[src/psfr_pkg.sv]
// constants and types shared by the power stage fault reporting block
package psfr_pkg;
    localparam int CLK_PERIOD_NS = 8;
    // time an overload may be current-limited before the latched shutdown
    localparam int OC_PERSIST_NS = 1000;
    localparam int OC_PERSIST_CYC = (OC_PERSIST_NS + CLK_PERIOD_NS - 1) / CLK_PERIOD_NS;
    localparam int OC_CNT_W = 12;
    localparam logic [OC_CNT_W-1:0] OC_CNT_LAST = OC_CNT_W'(OC_PERSIST_CYC - 1);
    localparam logic [OC_CNT_W-1:0] OC_CNT_RESET = 12'h000;
    // qualified input bit positions
    localparam int FLT_OVERCURRENT = 0;
    localparam int FLT_TEMP_WARN = 1;
    localparam int FLT_TEMP_CRIT = 2;
    localparam int FLT_UNDERVOLT = 3;
    localparam int FLT_LINE_WARN = 4;
    localparam int FLT_LINE_SHUT = 5;
    localparam int FLT_W = 6;
    // all bits idle after reset, so the shared lines show no false assertion on release
    localparam logic [FLT_W-1:0] FLT_RESET = 6'h00;
    // open-drain pins: the driven value is always low
    localparam logic FLAG_DRIVE_LEVEL = 1'b0;
    localparam logic OE_N_RELEASE = 1'b1;
    typedef enum logic [1:0]
    {
        PSFR_OC_IDLE = 2'b00,
        PSFR_OC_LIMIT = 2'b01,
        PSFR_OC_LATCH = 2'b11
    } psfr_oc_state_e;
endpackage : psfr_pkg

[src/psfr_fault_if.sv]
// carrier for the qualified fault levels between the input filter and the top
`timescale 1ns/10ps
`default_nettype none
interface psfr_fault_if;
    import psfr_pkg::*;
    logic [FLT_W-1:0] level;
    modport src (output level);
    modport dst (input level);
endinterface : psfr_fault_if
`default_nettype wire

[src/psfr_top.sv]
// fault protection and open-drain fault reporting of a mono power stage
// Operation
// - both flags low report a high-temperature error, or a high-current error or undervoltage at the warning temperature.
// - at the warning temperature the warning flag goes low, shutdown stays high.
// - shutdown low with warning high reports undervoltage lockout or a high-current error.
// - both flags high report normal operation with nothing active but current limiting.
// - an overcurrent first limits the current instead of shutting down.
// - a persisting overcurrent latches a shutdown with the stage in high impedance.
// - a further rise in temperature shuts the stage down and pulls both flags low.
// - both flags are open-drain, pulled low when asserted and released otherwise.
`timescale 1ns/10ps
`default_nettype none
module psfr_top
    import psfr_pkg::*;
(
    input wire logic clk_sys,
    input wire logic reset,
    input wire logic overcurrent_sense,
    input wire logic temp_warn_sense,
    input wire logic temp_crit_sense,
    input wire logic undervolt_sense,
    input wire logic overtemp_warn_n_in,
    output logic overtemp_warn_n_out,
    output logic overtemp_warn_n_oe_n,
    input wire logic shutdown_flag_n_in,
    output logic shutdown_flag_n_out,
    output logic shutdown_flag_n_oe_n,
    output logic overcurrent_guard,
    output logic stage_hiz,
    output logic shared_warn,
    output logic shared_shutdown
);
    psfr_fault_if flt_if ();

    logic [FLT_W-1:0] raw;
    logic oc_f;
    logic twarn_f;
    logic tcrit_f;
    logic uv_f;
    psfr_oc_state_e oc_state_reg;
    psfr_oc_state_e oc_state_next;
    logic [OC_CNT_W-1:0] oc_cnt_reg;
    logic [OC_CNT_W-1:0] oc_cnt_next;
    logic warn_assert;
    logic shut_assert;

    // line readback lets the controller-side view of the wired-OR be observed
    assign raw = {~shutdown_flag_n_in, ~overtemp_warn_n_in, undervolt_sense,
                  temp_crit_sense, temp_warn_sense, overcurrent_sense};

    psfr_in_filter u_filter
    (
        .clk_sys(clk_sys),
        .reset(reset),
        .raw(raw),
        .flt(flt_if.src)
    );

    assign oc_f = flt_if.level[FLT_OVERCURRENT];
    assign twarn_f = flt_if.level[FLT_TEMP_WARN];
    assign tcrit_f = flt_if.level[FLT_TEMP_CRIT];
    assign uv_f = flt_if.level[FLT_UNDERVOLT];

    always_comb
    begin
        oc_state_next = oc_state_reg;
        oc_cnt_next = oc_cnt_reg;
        unique case (oc_state_reg)
            PSFR_OC_IDLE:
            begin
                oc_cnt_next = OC_CNT_RESET;
                if (oc_f)
                    oc_state_next = PSFR_OC_LIMIT;
            end
            PSFR_OC_LIMIT:
            begin
                // a transient that ends inside the window is forgiven
                if (!oc_f)
                    oc_state_next = PSFR_OC_IDLE;
                else if (oc_cnt_reg == OC_CNT_LAST)
                    oc_state_next = PSFR_OC_LATCH;
                else
                    oc_cnt_next = oc_cnt_reg + 12'h001;
            end
            PSFR_OC_LATCH:
                oc_state_next = PSFR_OC_LATCH;
            default:
                oc_state_next = PSFR_OC_LATCH;
        endcase
    end

    always_ff @(posedge clk_sys)
    begin
        if (reset)
        begin
            oc_state_reg <= PSFR_OC_IDLE;
            oc_cnt_reg <= OC_CNT_RESET;
        end
        else
        begin
            oc_state_reg <= oc_state_next;
            oc_cnt_reg <= oc_cnt_next;
        end
    end

    // over-temperature shutdown holds only while the critical level lasts
    assign warn_assert = twarn_f | tcrit_f;
    assign shut_assert = tcrit_f | uv_f | (oc_state_next == PSFR_OC_LATCH);

    always_ff @(posedge clk_sys)
    begin
        if (reset)
        begin
            overtemp_warn_n_oe_n <= OE_N_RELEASE;
            shutdown_flag_n_oe_n <= OE_N_RELEASE;
        end
        else
        begin
            overtemp_warn_n_oe_n <= ~warn_assert;
            shutdown_flag_n_oe_n <= ~shut_assert;
        end
    end

    always_ff @(posedge clk_sys)
    begin
        if (reset)
        begin
            overtemp_warn_n_out <= FLAG_DRIVE_LEVEL;
            shutdown_flag_n_out <= FLAG_DRIVE_LEVEL;
        end
        else
        begin
            overtemp_warn_n_out <= FLAG_DRIVE_LEVEL;
            shutdown_flag_n_out <= FLAG_DRIVE_LEVEL;
        end
    end

    always_ff @(posedge clk_sys)
    begin
        if (reset)
        begin
            overcurrent_guard <= 1'b0;
            stage_hiz <= 1'b0;
        end
        else
        begin
            overcurrent_guard <= (oc_state_next == PSFR_OC_LIMIT);
            stage_hiz <= shut_assert;
        end
    end

    // filtered levels of the shared lines, asserted high
    always_ff @(posedge clk_sys)
    begin
        if (reset)
        begin
            shared_warn <= 1'b0;
            shared_shutdown <= 1'b0;
        end
        else
        begin
            shared_warn <= flt_if.level[FLT_LINE_WARN];
            shared_shutdown <= flt_if.level[FLT_LINE_SHUT];
        end
    end
endmodule : psfr_top
`default_nettype wire

[src/psfr_in_filter.sv]
// three-stage synchroniser and agreement filter for asynchronous inputs
`timescale 1ns/10ps
`default_nettype none
module psfr_in_filter
    import psfr_pkg::*;
(
    input wire logic clk_sys,
    input wire logic reset,
    input wire logic [FLT_W-1:0] raw,
    psfr_fault_if.src flt
);
    logic [FLT_W-1:0] s1_reg;
    logic [FLT_W-1:0] s2_reg;
    logic [FLT_W-1:0] s3_reg;
    logic [FLT_W-1:0] q_reg;

    always_ff @(posedge clk_sys)
    begin
        if (reset)
        begin
            s1_reg <= FLT_RESET;
            s2_reg <= FLT_RESET;
            s3_reg <= FLT_RESET;
        end
        else
        begin
            s1_reg <= raw;
            s2_reg <= s1_reg;
            s3_reg <= s2_reg;
        end
    end

    // a change counts only once stages two and three agree; s1 feeds s2 alone
    for (genvar i = 0; i < FLT_W; i++)
    begin : g_bit
        always_ff @(posedge clk_sys)
        begin
            if (reset)
                q_reg[i] <= FLT_RESET[i];
            else if (s2_reg[i] == s3_reg[i])
                q_reg[i] <= s3_reg[i];
        end
    end

    assign flt.level = q_reg;
endmodule : psfr_in_filter
`default_nettype wire

[config.mk]
export PLATFORM = sky130hd
export DESIGN_NAME = psfr_top
export DESIGN_NICKNAME = d
export VERILOG_FILES = /design/src/psfr_pkg.sv /design/src/psfr_fault_if.sv /design/src/psfr_top.sv /design/src/psfr_in_filter.sv
export SDC_FILE = /design/constraint.sdc
export NUM_CORES = 1
export LEC_CHECK = 0
export BUFFER_PORTS_ARGS = -buffer_cell sky130_fd_sc_hd__buf_2
export CAP_MARGIN = 20
export CELL_PAD_IN_SITES_DETAIL_PLACEMENT = 1
export CELL_PAD_IN_SITES_GLOBAL_PLACEMENT = 1
export CORE_MARGIN = 1
export CORE_UTILIZATION = 44
export DETAILED_ROUTE_END_ITERATION = 16
export PLACE_DENSITY = 0.81
export SYNTH_ARGS = -nofsm -noshare
export SYNTH_HDL_FRONTEND = slang
export SYNTH_SLANG_ARGS = --single-unit
export TNS_END_PERCENT = 100
[constraint.sdc]
create_clock -name clk_sys -period 2.4 [get_ports clk_sys]
set_input_delay 0.24 -clock clk_sys [delete_from_list [all_inputs] [get_ports clk_sys]]
set_output_delay 0.24 -clock clk_sys [all_outputs]
set_load 0.02 [all_outputs]
==> results of run 1 <==
[layout make-up]
type	count	area [um2]	area share
sequential	44	881	0.467
multi-input combinational	121	739	0.392
clock buffer	6	82.6	0.0438
timing repair buffer	13	65.1	0.0345
tap	48	60.1	0.0319
clock inverter	2	38.8	0.0206
inverter	5	18.8	0.00995
[per-stage QoR]
stage,hold slack [ns],std cells,utilization
global route,0.0758,239,0.515
CTS,0.0844,239,0.515
detailed placement,0.403,231,0.482
floorplan,0.312,179,-
finish,0.0913,239,0.515
global placement,0.397,231,0.482
[logic make-up (layout without fill, tap and decap cells)]
logic type	count (synthesis)	in the layout	synth area share
compound gates	33	33	0.125
flops	44	44	0.525
other cells	1	2	0.00224
simple gates	76	76	0.249
mux	8	8	0.0478
fa+ha+maj	2	2	0.0149
buf+inv	14	26	0.0358
[final timing paths]
kind	to	depth (start not counted)
worst min register to register	u_filter.s2_reg[0]	1
worst min-delay path	u_filter.s1_reg[4]	2
worst max register to register	oc_cnt_reg[3]	4
worst max-delay path	oc_cnt_reg[3]	4
[worst max-delay path, cell delays in order (launching register included)]
cell     delay, ns
dfxtp_1       0.35
or4_4         0.59
o41ai_4       0.56
a21oi_1       0.15
o21a_1        0.20
[cell usage after synthesis, drive strengths merged (2+ instances only)]
cell type  count
dfxtp         44
nand2         19
nor2b         19
a21oi         12
o21ai         11
nor2           9
or3            9
mux2i          8
clkbuf         7
inv            5
nand4          4
nand3          3
nor3           3
a211oi         2
and2           2
buf            2
ha             2
nor4           2
or4            2
[where the power goes]
| group | internal (mW) | switching, mW | leakage (nW) |
|---|---|---|---|
| sequential | 0.742 | 0.00438 | 0.358 |
| combinational | 0.0110 | 0.0166 | 0.236 |
| clock | 0.340 | 0.249 | 0.0614 |
| total | 1.09 | 0.270 | 0.655 |
[per-layer routing]
layer,up-vias,track usage,part of all wire
li1,629,-,-
met1,583,0.223,0.46
met3,7,0.0536,0.029
met2,18,0.305,0.49
met4,0,0.0852,0.021
met5,-,0,0
==> reports/metrics.yaml, run 1 <==
clock_network:
  cts_tree: "built"
  ctsHoldBuffers: 0
  cts.path.max_buffers: 2
  path_clk_slew_ns: 0.08
  post_cts_buffers: 0
  cts_resized: 0
  cts_buffers: 5
  insertion_delay_ns: 0.29
  htreeDepth: 2
  cts_root_buf: "clkbuf_8"
  cts_sinks: 44
critical_path:
  cp_max_fo: 10
  crit_required_ns: 2.59
  path_class: "reg -> reg"
  critPathLaunch: "oc_cnt_reg[7]"
  end_kind: "flop"
  r2r_slack_ns: 0.43
  r2r-start: "oc_cnt_reg[7]"
  start_kind: "flop"
  worstPathArrival_ns: 2.16
sta:
  hold_viol_final: 0
  finalWorstSetupSlack_ns: 0.432
  slew_viol_final: 0
  period_needed_ns: 1.97
  fin_worst_skew_ns: 0.00214
  max_freq_mhz: 508
  max_slew_margin: 0.438
  rsz0062_at_grt: "no"
  fin_crit_sh: 0.820
  worstMarginPinSlew_ns: 0.840
  tns_ns: 0
  setup_viol: 0
synth:
  synth-edff-count: 0
  async_flop_share: 0
  netlist_area_mm2: 0.00168
  synth-seq-cells: 44
  synth.area.top_cells: "dfxtp_1 53%, nor2b_1 7.1%, mux2i_1 4.8%"
  synth-main-ff-cell: "dfxtp_1"
  yosysWarnings: 0
  synth.distinct_cells: 34
  ys_seq_area_frac: 0.525
  yosys.area.top_type: "dfxtp_1"
  yosys.area.top_type_share: 0.525
  synthCells: 178
  synth.avg_cell_area_um2: 9.42
global_routing:
  grt_pass1_wl_um: 5720
  overflow: 0
  antenna_found_initial: 0
  grt_max_degree: 42
  grt_pass1_vias: 1241
  grt_usage: 0.186
floorplan:
  die_x_um: 63.7
  row_count: 22
  pin_count: 16
  floorplan.initialDensity: 0.458
  die_area_mm2: 0.00406
  die_h_um: 63.7
  core_mm2: 0.00366
layout:
  drive_gt1_frac: 0.126
  num_antenna_cells: 0
  fillers: 426
  stdcell_area_mm2: 0.00189
  final_cell_mix: "44 x dfxtp_1, 19 x nand2_1, 19 x nor2b_1"
  largest_reg_flops: 12
  nNetsFinal: 200
  area_growth_pct: 12.5
  final_common_cell: "dfxtp_1"
routing:
  antenna_left: 0
  drc: 0
  wl_um: 3320
  drt_iter0_drc: 51
  routedWlPerCell_um: 13.9
  vias: 1237
  vias_per_cell: 5.18
  dr.pass1.iters: 4
outcome:
  status: "complete, no violations"
placement:
  portBuffers: 13
  postPlaceCellArea_mm2: 0.00176
  dp_hpwl_um: 2250
  pre_cts_slack_ns: 0.431
  place.gp.congestion: 0.755
power:
  peakVddDrop_v: 0.000481
  p_per_area_mw_per_mm2: 723
  fin_total_pwr_mw: 1.36
  p_leak_nw: 0.655
hold_path:
  worstHoldStart: "overtemp_warn_n_in"
  worstHoldPathType: "in -> reg"
flow_run:
  drv_cap: 0
Power figures use the tool's default switching activity.
==> inputs of run 2 (changes only) <==
==> constraint.sdc (replaced) <==
create_clock -name clk_sys -period 1.95 [get_ports clk_sys]
set_input_delay 0.195 -clock clk_sys [delete_from_list [all_inputs] [get_ports clk_sys]]
set_output_delay 0.195 -clock clk_sys [all_outputs]
set_load 0.02 [all_outputs]
==> run 2 against run 1 <==
Maximum frequency increased by 4.4%. Die area unchanged. Largest power group unchanged. Largest cell class unchanged. Global-route usage increased by 0.43 points. Register-to-register slack got worse by 0.37 ns. Sequential share of layout area decreased by 1.3 points. Total power increased by 28%. Non-clock buffer count increased by 5. Design area increased by 2.9%.
==> reports/metrics.yaml, run 2 (synthesis gave the netlist of run 1 again) <==
critical_path:
  critPathMaxStageDelay_ns: 0.59
  start_kind: "flop"
  worstPathArrival_ns: 2.06
  crit_buf_inv: 1
  cp_max_fo: 5
  path_class: "reg -> reg"
  end_kind: "flop"
  critPathTopFamily: "simple AND/OR/NAND/NOR gates"
  crit_required_ns: 2.13
  cp_cell_sequence: "or4_4 -> o41ai_4 -> buf_4 -> a21oi_1 -> mux2i_1"
  slowest_stage: "or4_4"
global_routing:
  antenna_found_initial: 0
  grt_pass1_wl_um: 5910
  top_usage_layer: "met2"
  overflow: 0
  grt_util_met1: 0.212
  grt_max_degree: 23
  grt_pass1_vias: 1365
  grt.met2_usage: 0.348
  met3_usage: 0.0339
  grt_usage: 0.190
clock_network:
  htreeDepth: 2
  cts_tree: "built"
  path_clk_slew_ns: 0.08
  cts_buffers: 5
  cts.path.max_buffers: 2
  cts_sinks: 44
  cts_root_buf: "clkbuf_8"
  insertion_delay_ns: 0.29
sta:
  finalWorstSetupSlack_ns: 0.0653
  fin_crit_sh: 0.966
  max_slew_margin: 0.618
  hold_viol_final: 0
  tns_ns: 0
  period_needed_ns: 1.88
  max_freq_mhz: 531
  worstMarginPinSlew_ns: 0.571
  setup_viol: 0
  slew_viol_final: 0
  fin_worst_skew_ns: 0.00399
layout:
  nNetsFinal: 205
  fin_cells: 243
  fillers: 424
  area_growth_pct: 15.7
  final_cell_mix: "44 x dfxtp_1, 19 x nand2_1, 19 x nor2b_1"
  largest_reg_flops: 12
  num_antenna_cells: 0
  final_common_cell: "dfxtp_1"
  drive_gt1_frac: 0.144
  stdcell_area_mm2: 0.00194
  fin_util: 0.530
routing:
  wl_um: 3470
  drc: 0
  routedWlPerCell_um: 14.3
  dr.pass1.iters: 4
  vias: 1303
  drt_iter0_drc: 28
  antenna_left: 0
  vias_per_cell: 5.36
placement:
  postPlaceCellArea_mm2: 0.00179
  dp_hpwl_um: 2310
  place.gp.congestion: 0.739
  dp_cells: 234
  portBuffers: 13
  pre_cts_slack_ns: 0.0103
power:
  peakVddDrop_v: 0.000460
  p_per_area_mw_per_mm2: 901
  p_leak_nw: 0.682
floorplan:
  core_mm2: 0.00366
  die_area_mm2: 0.00406
  floorplan.initialDensity: 0.458
  pin_count: 16
  die_h_um: 63.7
  die_x_um: 63.7
  row_count: 22
outcome:
  status: "complete, no violations"
hold_path:
  worstHoldPathType: "in -> reg"
flow_run:
  drv_cap: 0
-- run 2: cell types whose count changed in the layout (fill, tap and decap cells not counted), sizes merged --
cell    previous run  this run
buf               13        18
clkbuf             6         5
clkinv             1         0
bufinv             1         2
-- run 2: per-layer routing --
layer,up-vias,wire length [um]
li1,638,-
met4,0,83
met3,9,85
met2,22,1810
met5,-,0
met1,634,1490
-- run 2: per-stage QoR --
stage                     total power, mW  hold slack, ns
after CTS                            1.77          0.0465
after global placement              0.974           0.353
after floorplan                     0.966           0.267
final                                1.75          0.0527
after global routing                 1.81          0.0438
after detailed placement            0.976           0.358
-- run 2: worst paths after layout --
| check | from | to | slack [ns] | depth (start not counted) |
|---|---|---|---|---|
| max | oc_cnt_reg[7] | oc_cnt_reg[5] | 0.07 | 5 |
| min | overtemp_warn_n_in | u_filter.s1_reg[4] | 0.05 | 2 |
| max reg2reg | oc_cnt_reg[7] | oc_cnt_reg[5] | 0.07 | 5 |
| min reg2reg | u_filter.s1_reg[4] | u_filter.s2_reg[4] | 0.45 | 1 |
-- run 2: repair_timing --
item | in CTS | in global routing
setup endpoints to repair | 4 | 5
setup buffers | 0 | 2
pin swaps | 1 | 1
hold endpoints to repair | 0 | 0
hold buffers | 0 | 0
gates resized for setup | 0 | 1
-- run 2: final cells by class --
| class | instances | area, um2 | share of cell area |
|---|---|---|---|
| clock inverter | 2 | 60.1 | 0.0310 |
| timing repair buffer | 18 | 103 | 0.0529 |
| sequential | 44 | 881 | 0.454 |
| clock buffer | 5 | 68.8 | 0.0355 |
| tap | 48 | 60.1 | 0.0310 |
| multi-input combinational | 121 | 748 | 0.386 |
| inverter | 5 | 18.8 | 0.00968 |
-- run 2: report_power, final --
group	internal (mW)	switching [mW]
Sequential	0.913	0.00571
Clock	0.504	0.289
Combinational	0.0150	0.0210
==> inputs of run 3 (changes only) <==
--- a/config.mk
+++ b/config.mk
@@ -5,6 +5,7 @@
 export SDC_FILE = /design/constraint.sdc
 export NUM_CORES = 1
 export LEC_CHECK = 0
+export ABC_AREA = 0
 export BUFFER_PORTS_ARGS = -buffer_cell sky130_fd_sc_hd__buf_2
 export CAP_MARGIN = 20
 export CELL_PAD_IN_SITES_DETAIL_PLACEMENT = 1
@@ -12,7 +13,7 @@
 export CORE_MARGIN = 1
 export CORE_UTILIZATION = 44
 export DETAILED_ROUTE_END_ITERATION = 16
-export PLACE_DENSITY = 0.81
+export PLACE_DENSITY_LB_ADDON = 0.12
 export SYNTH_ARGS = -nofsm -noshare
 export SYNTH_HDL_FRONTEND = slang
 export SYNTH_SLANG_ARGS = --single-unit
==> run 3 against run 2 <==
Design area fell by 0.45%. Largest cell class unchanged. Critical endpoint is now oc_cnt_reg[3]. Routed wire length fell by 5.0%. Maximum frequency is 2.6% higher. Critical path depth is the same. Hold slack got worse by 0.0021 ns. Utilization decreased by 0.24 points. Sequential share of layout area up 0.21 points.
==> reports/metrics.yaml, run 3 (synthesis gave the netlist of run 1 again) <==
critical_path:
  path_class: "reg -> reg"
  slowest_stage: "or4_4"
  r2r-end: "oc_cnt_reg[3]"
  crit_required_ns: 2.14
  cp_cell_sequence: "or4_4 -> o41ai_4 -> buf_4 -> a21oi_1 -> o21a_1"
  crit_buf_inv: 1
  critPathTopFamily: "compound AO/OA/AOI/OAI gates"
  critPathMaxStageDelay_ns: 0.59
  r2r-start: "oc_cnt_reg[7]"
  end_kind: "flop"
  r2r_slack_ns: 0.11
  cp_max_fo: 10
  reg2regPathDepth: 5
  worstPathArrival_ns: 2.03
  start_kind: "flop"
clock_network:
  cts_resized: 0
  insertion_delay_ns: 0.29
  htreeDepth: 2
  cts_root_buf: "clkbuf_8"
  path_clk_slew_ns: 0.08
  post_cts_buffers: 0
  cts_tree: "built"
  cts_sinks: 44
  cts_buffers: 5
  cts.path.max_buffers: 2
  ctsHoldBuffers: 0
sta:
  period_needed_ns: 1.84
  slew_viol_final: 0
  max_freq_mhz: 544
  finalWorstSetupSlack_ns: 0.113
  fin_crit_sh: 0.942
  setup_viol: 0
  hold_viol_final: 0
  max_slew_margin: 0.654
  worstMarginPinSlew_ns: 0.514
  timing.hold.ws_ns: 0.0507
  rsz0062_at_grt: "no"
  tns_ns: 0
  fin_worst_skew_ns: 0.00491
outcome:
  status: "complete, no violations"
layout:
  stdcell_area_mm2: 0.00193
  seqCellArea_um2: 881
  fin_util: 0.527
  multi_input_area_um2: 739
  largest_reg_flops: 12
  nNetsFinal: 205
  fin_cells: 243
  num_antenna_cells: 0
  final_cell_mix: "44 x dfxtp_1, 19 x nand2_1, 19 x nor2b_1"
  drive_gt1_frac: 0.144
  fillers: 430
  final_common_cell: "dfxtp_1"
  area_growth_pct: 15.1
routing:
  wl_um: 3300
  routedWlPerCell_um: 13.6
  antenna_left: 0
  wl_met1_um: 1430
  drt_iter0_drc: 65
  wl_met2_um: 1730
  vias: 1287
  dr.pass1.iters: 4
  topRoutingLayerUsed: "met4"
  drc: 0
  met3_length_um: 100
  vias_per_cell: 5.30
global_routing:
  antenna_found_initial: 0
  grt_max_degree: 30
  grt_pass1_wl_um: 5720
  grt_pass1_vias: 1242
  grt_usage: 0.184
  overflow: 0
flow_run:
  drv_cap: 0
power:
  p_leak_nw: 0.682
  fin_total_pwr_mw: 1.75
  p_per_area_mw_per_mm2: 905
  peakVddDrop_v: 0.000541
floorplan:
  row_count: 22
  pin_count: 16
  die_area_mm2: 0.00406
  die_x_um: 63.7
  floorplan.initialDensity: 0.458
  die_h_um: 63.7
  core_mm2: 0.00366
hold_path:
  worstHoldStart: "shutdown_flag_n_in"
  worstHoldPathType: "in -> reg"
  worstHoldPathCells: 2
  min_to: "u_filter.s1_reg[5]"
placement:
  pre_cts_slack_ns: 0.116
  dp_cells: 236
  portBuffers: 13
  place.gp.congestion: 0.857
  dp_hpwl_um: 2320
  postPlaceCellArea_mm2: 0.00180
run 3: final cells by class:
class | instances | area share
clock buffers | 5 | 0.0356
clock inverters | 2 | 0.0311
inverters | 5 | 0.00972
multi-input cells | 121 | 0.383
flip-flops and latches | 44 | 0.456
well taps | 48 | 0.0311
repair buffers | 18 | 0.0531
run 3: layer usage:
layer | global-route usage | vias to the layer above
met4 | 0.0625 | 0
met2 | 0.323 | 16
met5 | 0 | -
li1 | - | 640
met1 | 0.215 | 626
met3 | 0.0482 | 5
run 3: worst max-delay path by stage:
| stage | from | endpoint | slack (ns) | cells past startpoint |
|---|---|---|---|---|
| after floorplan | oc_cnt_reg[7] | oc_cnt_reg[3] | 0.20 | 4 |
| after global routing | oc_cnt_reg[1] | oc_cnt_reg[0] | 0.02 | 7 |
| after detailed placement | oc_cnt_reg[7] | oc_cnt_reg[3] | 0.12 | 5 |
| final | oc_cnt_reg[7] | oc_cnt_reg[3] | 0.11 | 5 |
| after global placement | oc_cnt_reg[7] | oc_cnt_reg[3] | 0.20 | 5 |
| after CTS | oc_cnt_reg[7] | oc_cnt_reg[7] | 0.11 | 5 |
run 3: worst register-to-register path, stage by stage (launching register included):
cell and delay, ns:
dfxtp_1 0.35, or4_4 0.59, o41ai_4 0.31, buf_4 0.22
a21oi_1 0.08, o21a_1 0.20
run 3: where the power goes:
part | leakage (nW) | total [mW] | internal [mW] | switching [mW]
logic | 0.260 | 0.0365 | 0.0150 | 0.0215
registers | 0.358 | 0.919 | 0.913 | 0.00586
clock network | 0.0642 | 0.792 | 0.504 | 0.288
total | 0.682 | 1.75 | 1.43 | 0.316
